### src/verilog/isa_ctrl_defs.svh
// Offsets, reset values and timing counts of the ISA recovery/speed registers.
// Assumes a 250 MHz mclk and a 32-bit APB with one register per word.
`ifndef ISA_CTRL_DEFS_SVH
`define ISA_CTRL_DEFS_SVH
`define REC_CTRL_INDEX    8'h2A
`define SPEED_CTRL_INDEX  8'h2B
`define REC_CTRL_ADDR     (12'h004 * {4'h0, `REC_CTRL_INDEX})
`define SPEED_CTRL_ADDR   (12'h004 * {4'h0, `SPEED_CTRL_INDEX})
`define REC_CTRL_RESET    8'h00
`define SPEED_CTRL_RESET  8'hDB
`define REC_STEP_CLKS     5'h04
`define MCLK_PERIOD_NS    4
`define MCLK_KHZ          250000
`define OSC_KHZ           14318
`define OSC_ISA_DIV       ((`MCLK_KHZ * 2) / `OSC_KHZ)
`define REFRESH_BASE_NS   15000
`define REFRESH_BASE_CYC  (`REFRESH_BASE_NS / `MCLK_PERIOD_NS)
`endif

### src/verilog/isa_ctrl_pkg.sv
// Types shared by the ISA recovery and speed control logic.
// Assumes the field layout of the two byte-wide control registers.
package isa_ctrl_pkg;
  typedef struct packed {
    logic       mouse_present;
    logic [1:0] refresh_sel;
    logic       coproc_mask;
    logic [2:0] rec_len;
    logic       rec_en;
  } rec_ctrl_s;

  typedef struct packed {
    logic prefetch_en;
    logic reserved6;
    logic a16_swap;
    logic sys_full;
    logic button_level;
    logic button_en;
    logic sw_full;
    logic equal_prio;
  } speed_ctrl_s;

  typedef enum logic [1:0] {
    REC_IDLE    = 2'h0,
    REC_BUSY    = 2'h1,
    REC_RECOVER = 2'h3
  } rec_state_e;
endpackage

### src/verilog/isa_clk_div.sv
// Divider that makes the one-cycle ISA bus clock enable from mclk.
// Assumes ratio is at least 2 and may change at any time.
`timescale 1ns/1ps
module isa_clk_div
(
  input  wire logic       mclk,
  input  wire logic       rst_n,
  input  wire logic [7:0] ratio,
  output logic            tick
);
  logic [7:0] cnt;
  logic [7:0] next_cnt;
  logic       next_tick;

  always_comb
  begin
    next_tick = 1'b0;
    next_cnt  = cnt + 8'h01;
    if (cnt >= ratio - 8'h01)
    begin
      next_cnt  = 8'h00;
      next_tick = 1'b1;
    end
  end

  always_ff @(posedge mclk or negedge rst_n)
  begin
    if (!rst_n)
    begin
      cnt  <= 8'h00;
      tick <= 1'b0;
    end
    else
    begin
      cnt  <= next_cnt;
      tick <= next_tick;
    end
  end
endmodule

### src/verilog/isa_recovery_speed_control.sv
// ISA I/O recovery, refresh period, interrupt masking and speed control block.
// Assumes APB master on mclk and synchronous ISA-side handshakes.
//
// Operation
// - Recovery enable bit set inserts an idle interval between I/O cycles.
// - Recovery length code selects four ISA clocks per step, 0 to 28.
// - Coprocessor error raises interrupt unless the mask bit is set.
// - Refresh field picks 15, 30, 60 or 120 microsecond period.
// - Mouse present latches interrupt 12 rising edge until keyboard read.
// - Priority 0: button high forces full speed, blocks software changes.
// - Priority 1: latest speed request from either source wins.
// - Software speed bit requests full or reduced speed.
// - Button pin ignored unless button enable bit is set.
// - Read-only bit 3 returns the button pin level.
// - Read-only bit 4 reports system speed, mirrored on indicator output.
// - Swap bit inverts A16 in E/F ROM accesses.
// - Prefetch bit enables ISA/DMA master read prefetch.
// - Speed register resets to DBh.
// - Recovery register at index 2Ah, resets to 00h, read/write.
// - ISA clock from oscillator halved or CPU clock divided.
//
// Implementation choice: the APB slave port.
`timescale 1ns/1ps
`include "isa_ctrl_defs.svh"
module isa_recovery_speed_control
#(
  parameter int REFRESH_BASE_CYC = `REFRESH_BASE_CYC
)
(
  input  wire logic        mclk,
  input  wire logic        rst_n,
  input  wire logic        psel,
  input  wire logic        penable,
  input  wire logic        pwrite,
  input  wire logic [11:0] paddr,
  input  wire logic [31:0] pwdata,
  output logic      [31:0] prdata,
  output logic             pready,
  output logic             pslverr,
  input  wire logic        isa_clk_osc_sel,
  input  wire logic [7:0]  cpu_clk_ratio,
  input  wire logic        io_cmd_req,
  input  wire logic        io_cmd_end,
  output logic             io_cmd_grant,
  input  wire logic        coproc_error_in_n,
  output logic             coproc_irq,
  input  wire logic        irq12_in,
  input  wire logic        kbc_read,
  output logic             irq12_out,
  output logic             refresh_req,
  input  wire logic        speed_button_in,
  output logic             speed_indicator_out,
  input  wire logic        cpu_a16,
  input  wire logic        rom_ef_access,
  output logic             isa_a16,
  output logic             prefetch_en
);
  isa_ctrl_pkg::rec_ctrl_s   rec_ctrl;
  isa_ctrl_pkg::rec_ctrl_s   next_rec_ctrl;
  isa_ctrl_pkg::speed_ctrl_s speed_ctrl;
  isa_ctrl_pkg::speed_ctrl_s next_speed_ctrl;
  isa_ctrl_pkg::rec_state_e  rec_state;
  isa_ctrl_pkg::rec_state_e  next_rec_state;
  logic [4:0]  rec_cnt;
  logic [4:0]  next_rec_cnt;
  logic [15:0] ref_cnt;
  logic [15:0] next_ref_cnt;
  logic        button_q;
  logic        irq12_q;
  logic        full_speed;
  logic        next_full_speed;
  logic        next_irq12_out;
  logic        next_grant;
  logic        next_refresh;
  logic        next_pready;
  logic        next_pslverr;
  logic [31:0] next_prdata;
  logic        isa_tick;
  logic [7:0]  isa_ratio;
  logic        acc;
  logic        wr_rec;
  logic        wr_speed;

  function automatic logic [4:0] rec_clocks(input logic [2:0] code);
    rec_clocks = `REC_STEP_CLKS * {2'h0, code};
  endfunction

  function automatic logic [15:0] refresh_cycles(input logic [1:0] sel);
    refresh_cycles = 16'(REFRESH_BASE_CYC) << sel;
  endfunction

  // Oscillator path is a fixed halving; CPU path uses the programmed factor
  assign isa_ratio = isa_clk_osc_sel ? 8'(`OSC_ISA_DIV) : cpu_clk_ratio;

  isa_clk_div u_isa_clk_div
  (
    .mclk  (mclk),
    .rst_n (rst_n),
    .ratio (isa_ratio),
    .tick  (isa_tick)
  );

  // APB: one wait state, answer registered
  assign acc      = psel && penable && pready;
  assign wr_rec   = acc && pwrite && (paddr == `REC_CTRL_ADDR);
  assign wr_speed = acc && pwrite && (paddr == `SPEED_CTRL_ADDR);

  always_comb
  begin
    next_pready  = psel && penable && !pready;
    next_pslverr = 1'b0;
    next_prdata  = 32'h0000_0000;
    if (psel && penable && !pready)
    begin
      if (paddr == `REC_CTRL_ADDR)
        next_prdata = {24'h000000, rec_ctrl};
      else if (paddr == `SPEED_CTRL_ADDR)
        next_prdata = {24'h000000, speed_ctrl.prefetch_en, speed_ctrl.reserved6,
                       speed_ctrl.a16_swap, full_speed, button_q,
                       speed_ctrl.button_en, speed_ctrl.sw_full, speed_ctrl.equal_prio};
      else
        next_pslverr = 1'b1;
    end
  end

  always_comb
  begin
    next_rec_ctrl   = rec_ctrl;
    next_speed_ctrl = speed_ctrl;
    if (wr_rec)
      next_rec_ctrl = pwdata[7:0];
    if (wr_speed)
    begin
      // Status bits are not storage; reserved bit is kept as written
      next_speed_ctrl              = pwdata[7:0];
      next_speed_ctrl.sys_full     = 1'b0;
      next_speed_ctrl.button_level = 1'b0;
    end
  end

  // Speed arbitration
  always_comb
  begin
    next_full_speed = full_speed;
    if (!speed_ctrl.equal_prio)
    begin
      if (speed_ctrl.button_en && speed_button_in)
        next_full_speed = 1'b1;
      else if (wr_speed)
        next_full_speed = pwdata[1];
      else
        next_full_speed = speed_ctrl.sw_full;
    end
    else
    begin
      // Button edge and software write in one cycle: the write is later in effect
      if (speed_ctrl.button_en && (speed_button_in != button_q))
        next_full_speed = speed_button_in;
      if (wr_speed)
        next_full_speed = pwdata[1];
    end
  end

  // Recovery sequencer
  always_comb
  begin
    next_rec_state = rec_state;
    next_rec_cnt   = rec_cnt;
    next_grant     = 1'b0;
    unique case (rec_state)
      isa_ctrl_pkg::REC_IDLE:
        if (io_cmd_req && !io_cmd_grant)
        begin
          next_grant     = 1'b1;
          next_rec_state = isa_ctrl_pkg::REC_BUSY;
        end
      isa_ctrl_pkg::REC_BUSY:
        if (io_cmd_end)
        begin
          if (rec_ctrl.rec_en && (rec_ctrl.rec_len != 3'h0))
          begin
            next_rec_cnt   = rec_clocks(rec_ctrl.rec_len);
            next_rec_state = isa_ctrl_pkg::REC_RECOVER;
          end
          else
            next_rec_state = isa_ctrl_pkg::REC_IDLE;
        end
      isa_ctrl_pkg::REC_RECOVER:
        if (isa_tick)
        begin
          next_rec_cnt = rec_cnt - 5'h01;
          if (rec_cnt == 5'h01)
            next_rec_state = isa_ctrl_pkg::REC_IDLE;
        end
      default:
        next_rec_state = isa_ctrl_pkg::REC_IDLE;
    endcase
  end

  // Refresh timer and interrupt conditioning
  always_comb
  begin
    next_refresh = 1'b0;
    next_ref_cnt = ref_cnt - 16'h0001;
    if (ref_cnt == 16'h0000)
    begin
      next_ref_cnt = refresh_cycles(rec_ctrl.refresh_sel) - 16'h0001;
      next_refresh = 1'b1;
    end
    next_irq12_out = irq12_in;
    if (rec_ctrl.mouse_present)
      next_irq12_out = (irq12_in && !irq12_q) || (irq12_out && !kbc_read);
  end

  always_ff @(posedge mclk or negedge rst_n)
  begin
    if (!rst_n)
    begin
      prdata              <= 32'h0000_0000;
      pready              <= 1'b0;
      pslverr             <= 1'b0;
      rec_ctrl            <= `REC_CTRL_RESET;
      speed_ctrl          <= `SPEED_CTRL_RESET;
      full_speed          <= 1'b1;
      speed_indicator_out <= 1'b1;
      button_q            <= 1'b0;
      irq12_q             <= 1'b0;
      irq12_out           <= 1'b0;
      coproc_irq          <= 1'b0;
      rec_state           <= isa_ctrl_pkg::REC_IDLE;
      rec_cnt             <= 5'h00;
      io_cmd_grant        <= 1'b0;
      ref_cnt             <= 16'h0000;
      refresh_req         <= 1'b0;
      isa_a16             <= 1'b0;
      prefetch_en         <= 1'b1;
    end
    else
    begin
      prdata              <= next_prdata;
      pready              <= next_pready;
      pslverr             <= next_pslverr;
      rec_ctrl            <= next_rec_ctrl;
      speed_ctrl          <= next_speed_ctrl;
      full_speed          <= next_full_speed;
      speed_indicator_out <= next_full_speed;
      button_q            <= speed_button_in;
      irq12_q             <= irq12_in;
      irq12_out           <= next_irq12_out;
      coproc_irq          <= !coproc_error_in_n && !rec_ctrl.coproc_mask;
      rec_state           <= next_rec_state;
      rec_cnt             <= next_rec_cnt;
      io_cmd_grant        <= next_grant;
      ref_cnt             <= next_ref_cnt;
      refresh_req         <= next_refresh;
      isa_a16             <= cpu_a16 ^ (speed_ctrl.a16_swap && rom_ef_access);
      prefetch_en         <= speed_ctrl.prefetch_en;
    end
  end
endmodule
### config.mk
export PLATFORM = sky130hd
export DESIGN_NAME = isa_recovery_speed_control
export DESIGN_NICKNAME = d
export VERILOG_FILES = /design/src/verilog/isa_ctrl_pkg.sv /design/src/verilog/isa_clk_div.sv /design/src/verilog/isa_recovery_speed_control.sv
export VERILOG_INCLUDE_DIRS = /design/src /design/src/verilog
export SDC_FILE = /design/constraint.sdc
export NUM_CORES = 1
export LEC_CHECK = 0
export ABC_AREA = 1
export BUFFER_PORTS_ARGS = -buffer_cell sky130_fd_sc_hd__buf_2
export CAP_MARGIN = 15
export CORE_MARGIN = 10
export CORE_UTILIZATION = 53
export CTS_CLUSTER_DIAMETER = 60
export DETAILED_ROUTE_END_ITERATION = 12
export PLACE_DENSITY_LB_ADDON = 0.3
export SLEW_MARGIN = 20
export SYNTH_ARGS = -nofsm -noshare
export SYNTH_HDL_FRONTEND = slang
export SYNTH_HIERARCHICAL = 1
export SYNTH_SLANG_ARGS = --single-unit
### constraint.sdc
create_clock -name mclk -period 2.41 [get_ports mclk]
set_clock_uncertainty 0.15 [all_clocks]
set_input_delay 0.1205 -clock mclk [delete_from_list [all_inputs] [get_ports mclk]]
set_output_delay 0.1205 -clock mclk [all_outputs]
set_load 0.05 [all_outputs]
## Word level (Yosys, flattened, before mapping)

Cells that the tools add are included.

- Register bits after elaboration: 89
- Logic and storage cells: 104

- Add/subtract/negate cells: 5
- Order comparisons: 1
- Equality and inequality tests: 12
- Shifts and indexed selects: 1
- Mux-type cells: 29
- Bitwise operators: 1
- Reductions and logical operators: 27

Operators by type and width:

| kind | number |
|---|---|
| $mux W8 | 5 |
| $sub A16 B1 Y16 const B | 2 |
| $eq A12 B8 Y1 const B | 2 |
| $logic_not A16 Y1 | 1 |
| $mux W16 | 1 |
| $shl A12 B2 Y16 const A | 1 |
| $mux W5 | 3 |
| $logic_and A1 B1 Y1 | 14 |
| $mux W1 | 13 |
| $mux W2 | 5 |
| $pmux W5 S2 | 1 |
| $add A8 B1 Y8 const B | 1 |
| $ge A8 B8 Y1 | 1 |
| $ne A2 B2 Y1 const B | 4 |
| $reduce_and A4 Y1 | 2 |
| $sub A8 B1 Y8 const B | 1 |
| $logic_not A1 Y1 | 6 |
| $pmux W2 S3 | 1 |
| $eq A5 B1 Y1 const B | 1 |
| $sub A5 B1 Y5 const B | 1 |
| $ne A3 B1 Y1 const B | 1 |
| $reduce_bool A3 Y1 | 1 |
| $eq A2 B1 Y1 const B | 1 |
| $eq A2 B2 Y1 const B | 1 |
| 6 further kinds | 6 |

## Depth between registers and ports, before layout

- Word-level depth: 7
- Depth in mapped cells: 14

## Modules after synthesis

The synthesis kept the hierarchy.

By module, submodules not included:

| module | instances | cells an instance | area an instance (um2) |
|---|---|---|---|
| isa_recovery_speed_control | 1 | 394 | 3178.0 |
| isa_clk_div | 1 | 89 | 700.7 |

## Least setup slack after synthesis

OpenSTA, ideal clock, no wires.

- Path kind: flip-flop to flip-flop
- Start: register rec_ctrl[5] (netlist bit)
- End: register ref_cnt[13]
- Data arrival time: 1.639 ns
- Required time: 2.143 ns
- Setup slack: 0.505 ns
- Cell stages (with the launch flop): 12
- Clock period less this slack: 1.905 ns
- Cells stage by stage: dfrtp_1 inv_1 ha_1 or2_2 nand3_1 nand2_2 nor2_1 nand2_1 nor2_2 nand2_1 nand2_1 nand2_1

- Longest elaborated chain between the ends: 3

Ends and longest elaborated chain:

| item | line | text |
|---|---|---|
| start: declaration | isa_recovery_speed_control.sv:58 | `isa_ctrl_pkg::rec_ctrl_s rec_ctrl;` |
| start signal: assignment | isa_recovery_speed_control.sv:222 | `` rec_ctrl <= `REC_CTRL_RESET; `` |
| start signal: assignment | isa_recovery_speed_control.sv:243 | `rec_ctrl <= next_rec_ctrl;` |
| $shl A12 B2 Y16 | isa_recovery_speed_control.sv:89 | `refresh_cycles = 16'(REFRESH_BASE_CYC) << sel;` |
| $sub A16 B1 Y16 | isa_recovery_speed_control.sv:207 | `next_ref_cnt = refresh_cycles(rec_ctrl.refresh_sel) - 16'h0001;` |
| $mux W16 | isa_recovery_speed_control.sv:205 | `if (ref_cnt == 16'h0000)` |
| net next_ref_cnt[13] | isa_recovery_speed_control.sv:67 | `logic [15:0] next_ref_cnt;` |
| end signal: assignment | isa_recovery_speed_control.sv:254 | `ref_cnt <= next_ref_cnt;` |
| end: declaration | isa_recovery_speed_control.sv:66 | `logic [15:0] ref_cnt;` |

The timed path passes the listed nets, and every way through them passes these cells.
A chain may end at the register's enable or synchronous reset.

## Final worst setup path

Same ends and word-level chain as after synthesis.

==> flow_summary.ini <==
[status]
status = finished, final reports clean

[cts]
clk_pin_slew_worst_paths_ps = 80
clk_latency_ps = 350
cts.htree.levels = 3
cts_tree = built
cts_root_buffer = clkbuf_8
clkSinkCount = 65
cts_made_buffers = 9
clockBufferDepth = 2

[grt]
antenna_found_initial = 0
grt_max_degree = 66
grt_pass1_wl_mm = 14.6
overflow = 0
grt_pass1_vias = 3348
track_usage_pct = 15.4

[sta]
timing.final.crit_share_pct = 90.8
setup_viol = 0
slew_headroom_pct = 47.1
hold_viol_final = 0
fin_ws_ps = 221
final_max_slew_viol_count = 0
tightest_slew_ps = 793
fmax_mhz = 457
fin_hold_ws_ps = 43.1
setup_tns_ps = 0
rsz0062_at_grt = no
period_needed_ps = 2190

[final_layout]
area_growth_pct = 18.9
design_area_um2 = 4610
drive_above_1_share_pct = 20.3
nNetsFinal = 656
n_antenna_cell = 0
nFillCells = 628

[pwr]
p_leak_nw = 2.46
power_density_nw_per_um2 = 605
vdd_drop_max_uv = 341
finalPower_mw = 2.79

[routing]
routed_wl_mm = 8.26
post_drt_wl_per_cell_um = 12.2
via_per_inst = 4.72
ant_nets = 0
firstDrtPassIters = 4
dr_total_vias = 3193
drt_iter0_markers = 108
post-route-drc-count = 0

[flow_run]
drv_cap = 0

[setup_path]
crit_path_cell_trace = inv_1 > ha_1 > or2_2 > nand3_1 > nand2_2 > nor2_1 > nand2_1 > nor2_2 > nand2_1 > nand2_1 > nand2_1
cp.depth = 11
crit_family = simple AND/OR/NAND/NOR gates
worst-path-buf-inv = 1
cp-end-kind = flip-flop
cp.required_ps = 2500
slowest_stage = dfrtp_1
path_class = flip-flop to flip-flop
worstRegToRegCells = 11
slowest_delay_ps = 460
cp.arrival_ps = 2280
cp-start-kind = flip-flop
crit_top_cell = nand2_1
path_max_fanout = 6

[synth]
synth.avg_cell_area_um2 = 8.03
synth_cell_type_count = 37
yosys.area.top_type = dfrtp_1
ys_ff_latch = 65
seq_area_frac_synth_pct = 42.1
synth_area_um2 = 3880
synthTopCellsByArea = dfrtp_1 38%, nand2_1 12%, inv_1 6.8%
synth_top_area_share_pct = 38.1
synth_cells = 483
yosysWarnings = 6

[floorplan]
die_h_um = 106
rows = 31
ios = 107
die_w_um = 106
core_area_um2 = 7180
dieArea_um2 = 11100
start_util_pct = 54.1

[place]
post-dp-hpwl_mm = 6.32
placed_area_um2 = 4190
io_buffers = 58
post-place-ws_ps = 227
place_congestion = 0.852

[min_path]
hold_class = input port to flip-flop
whs_path_depth = 3
[cells in the mapped netlist, drive strengths merged]
library cell / n
nor2: 62
o211ai: 3
inv: 70
conb: 1
xor2: 13
xnor2: 8
nor3b: 1
o31ai: 1
a21oi: 15
buf: 28
nand3b: 2
a21boi: 1
nand3: 26
ha: 18
o21ai: 21
dfrtp: 59
o22ai: 2
or2: 4
o21bai: 1
or3: 1
nand2: 127
dfstp: 6
mux2: 3
clkinv: 1
nand4: 7
nor4: 1
o21a: 1
[per-stage QoR]
| stage | utilization (%) | std cells |
|---|---|---|
| finish | 64.3 | 676 |
| global route | 64.3 | 676 |
| CTS | 64.3 | 676 |
| detailed placement | 58.3 | 638 |
| global placement | 58.3 | 638 |
| floorplan | - | 506 |
[worst reg2reg max path, stage by stage, from the launching register on]
cell and delay [ps]:
dfrtp_1 460, inv_1 130, ha_1 230, or2_2 290
nand3_1 130, nand2_2 100, nor2_1 150, nand2_1 140
nor2_2 140, nand2_1 60, nand2_1 50, nand2_1 40
[state kept, by name (all words and copies together) (netlist names)]
name and count:
button_q 1, coproc_irq 1, full_speed 1, io_cmd_grant 1, irq12_out 1, irq12_q 1
isa_a16 1, prdata 8, pready 1, prefetch_en 1, pslverr 1, rec_cnt 5
rec_ctrl 8, rec_state 2, ref_cnt 16, refresh_req 1, speed_ctrl 6, u_isa_clk_div/cnt 8
u_isa_clk_div/tick 1
[placed cells by master, fill, tap and decap left out, types with 2 or more instances in the layout]
| cell | instances |
|---|---|
| a21oi_1 | 15 |
| buf_2 | 58 |
| buf_4 | 3 |
| clkbuf_8 | 9 |
| conb_1 | 24 |
| dfrtp_1 | 59 |
| dfstp_2 | 6 |
| dlygate4sd3_1 | 22 |
| ha_1 | 18 |
| inv_1 | 70 |
| inv_6 | 5 |
| mux2_2 | 3 |
| nand2_1 | 119 |
| nand2_2 | 7 |
| nand3_1 | 22 |
| nand3_2 | 2 |
| nand3_4 | 2 |
| nand4_1 | 7 |
| nor2_1 | 50 |
| nor2_2 | 8 |
| nor2_4 | 4 |
| o211ai_1 | 3 |
| o21ai_0 | 18 |
| o21ai_1 | 3 |
| o22ai_1 | 2 |
| or2_2 | 4 |
| xnor2_1 | 8 |
| xor2_1 | 13 |
[worst paths after layout]
| check | slack (ps) | to | startpoint |
|---|---|---|---|
| min reg2reg | 230 | prefetch_en | speed_ctrl[7] |
| min in group asynchronous | 320 | rec_state[0] | rst_n |
| max reg2reg | 220 | ref_cnt[13] | rec_ctrl[5] |
| max | 220 | ref_cnt[13] | rec_ctrl[5] |
| max in group asynchronous | 1260 | isa_a16 | rst_n |
| min | 40 | rec_state[1] | io_cmd_end |
[metal layers]
metal  part of all wire, %  GRT usage (%)
met5                     0              0
met4                   1.8           6.77
met3                   6.6           3.90
met2                    48           26.5
met1                    43           17.7
[logic make-up after synthesis]
logic type | share of synthesized area [%]
simple gates | 27.6
buf+inv | 12.4
flops | 42.1
compound gates | 6.32
xor+xnor | 4.74
fa+ha+maj | 5.81
mux | 0.871
other cells | 0.0967
[where the power goes]
group	internal (mW)	total (mW)	switching, mW
clock network	0.495	0.967	0.471
logic	0.209	0.567	0.358
registers	1.17	1.26	0.0886
[area by class of cell]
cell class	count	area (um^2)	share of cell area [%]
clock inverter	7	81.3	1.76
sequential	65	1630	35.4
tap	99	124	2.69
timing repair buffer	83	533	11.6
inverter	71	267	5.78
clock buffer	9	124	2.69
multi-input combinational	342	1850	40.1
[repair_timing]
action | 4_1_cts | 5_1_grt
hold endpoints to repair | 90 | 0
setup buffers | 0 | 0
gates resized for setup | 0 | 1
hold buffers | 22 | 0
endpoints found under the setup margin | 0 | 1
No activity file was read; power rests on OpenSTA's default activity.
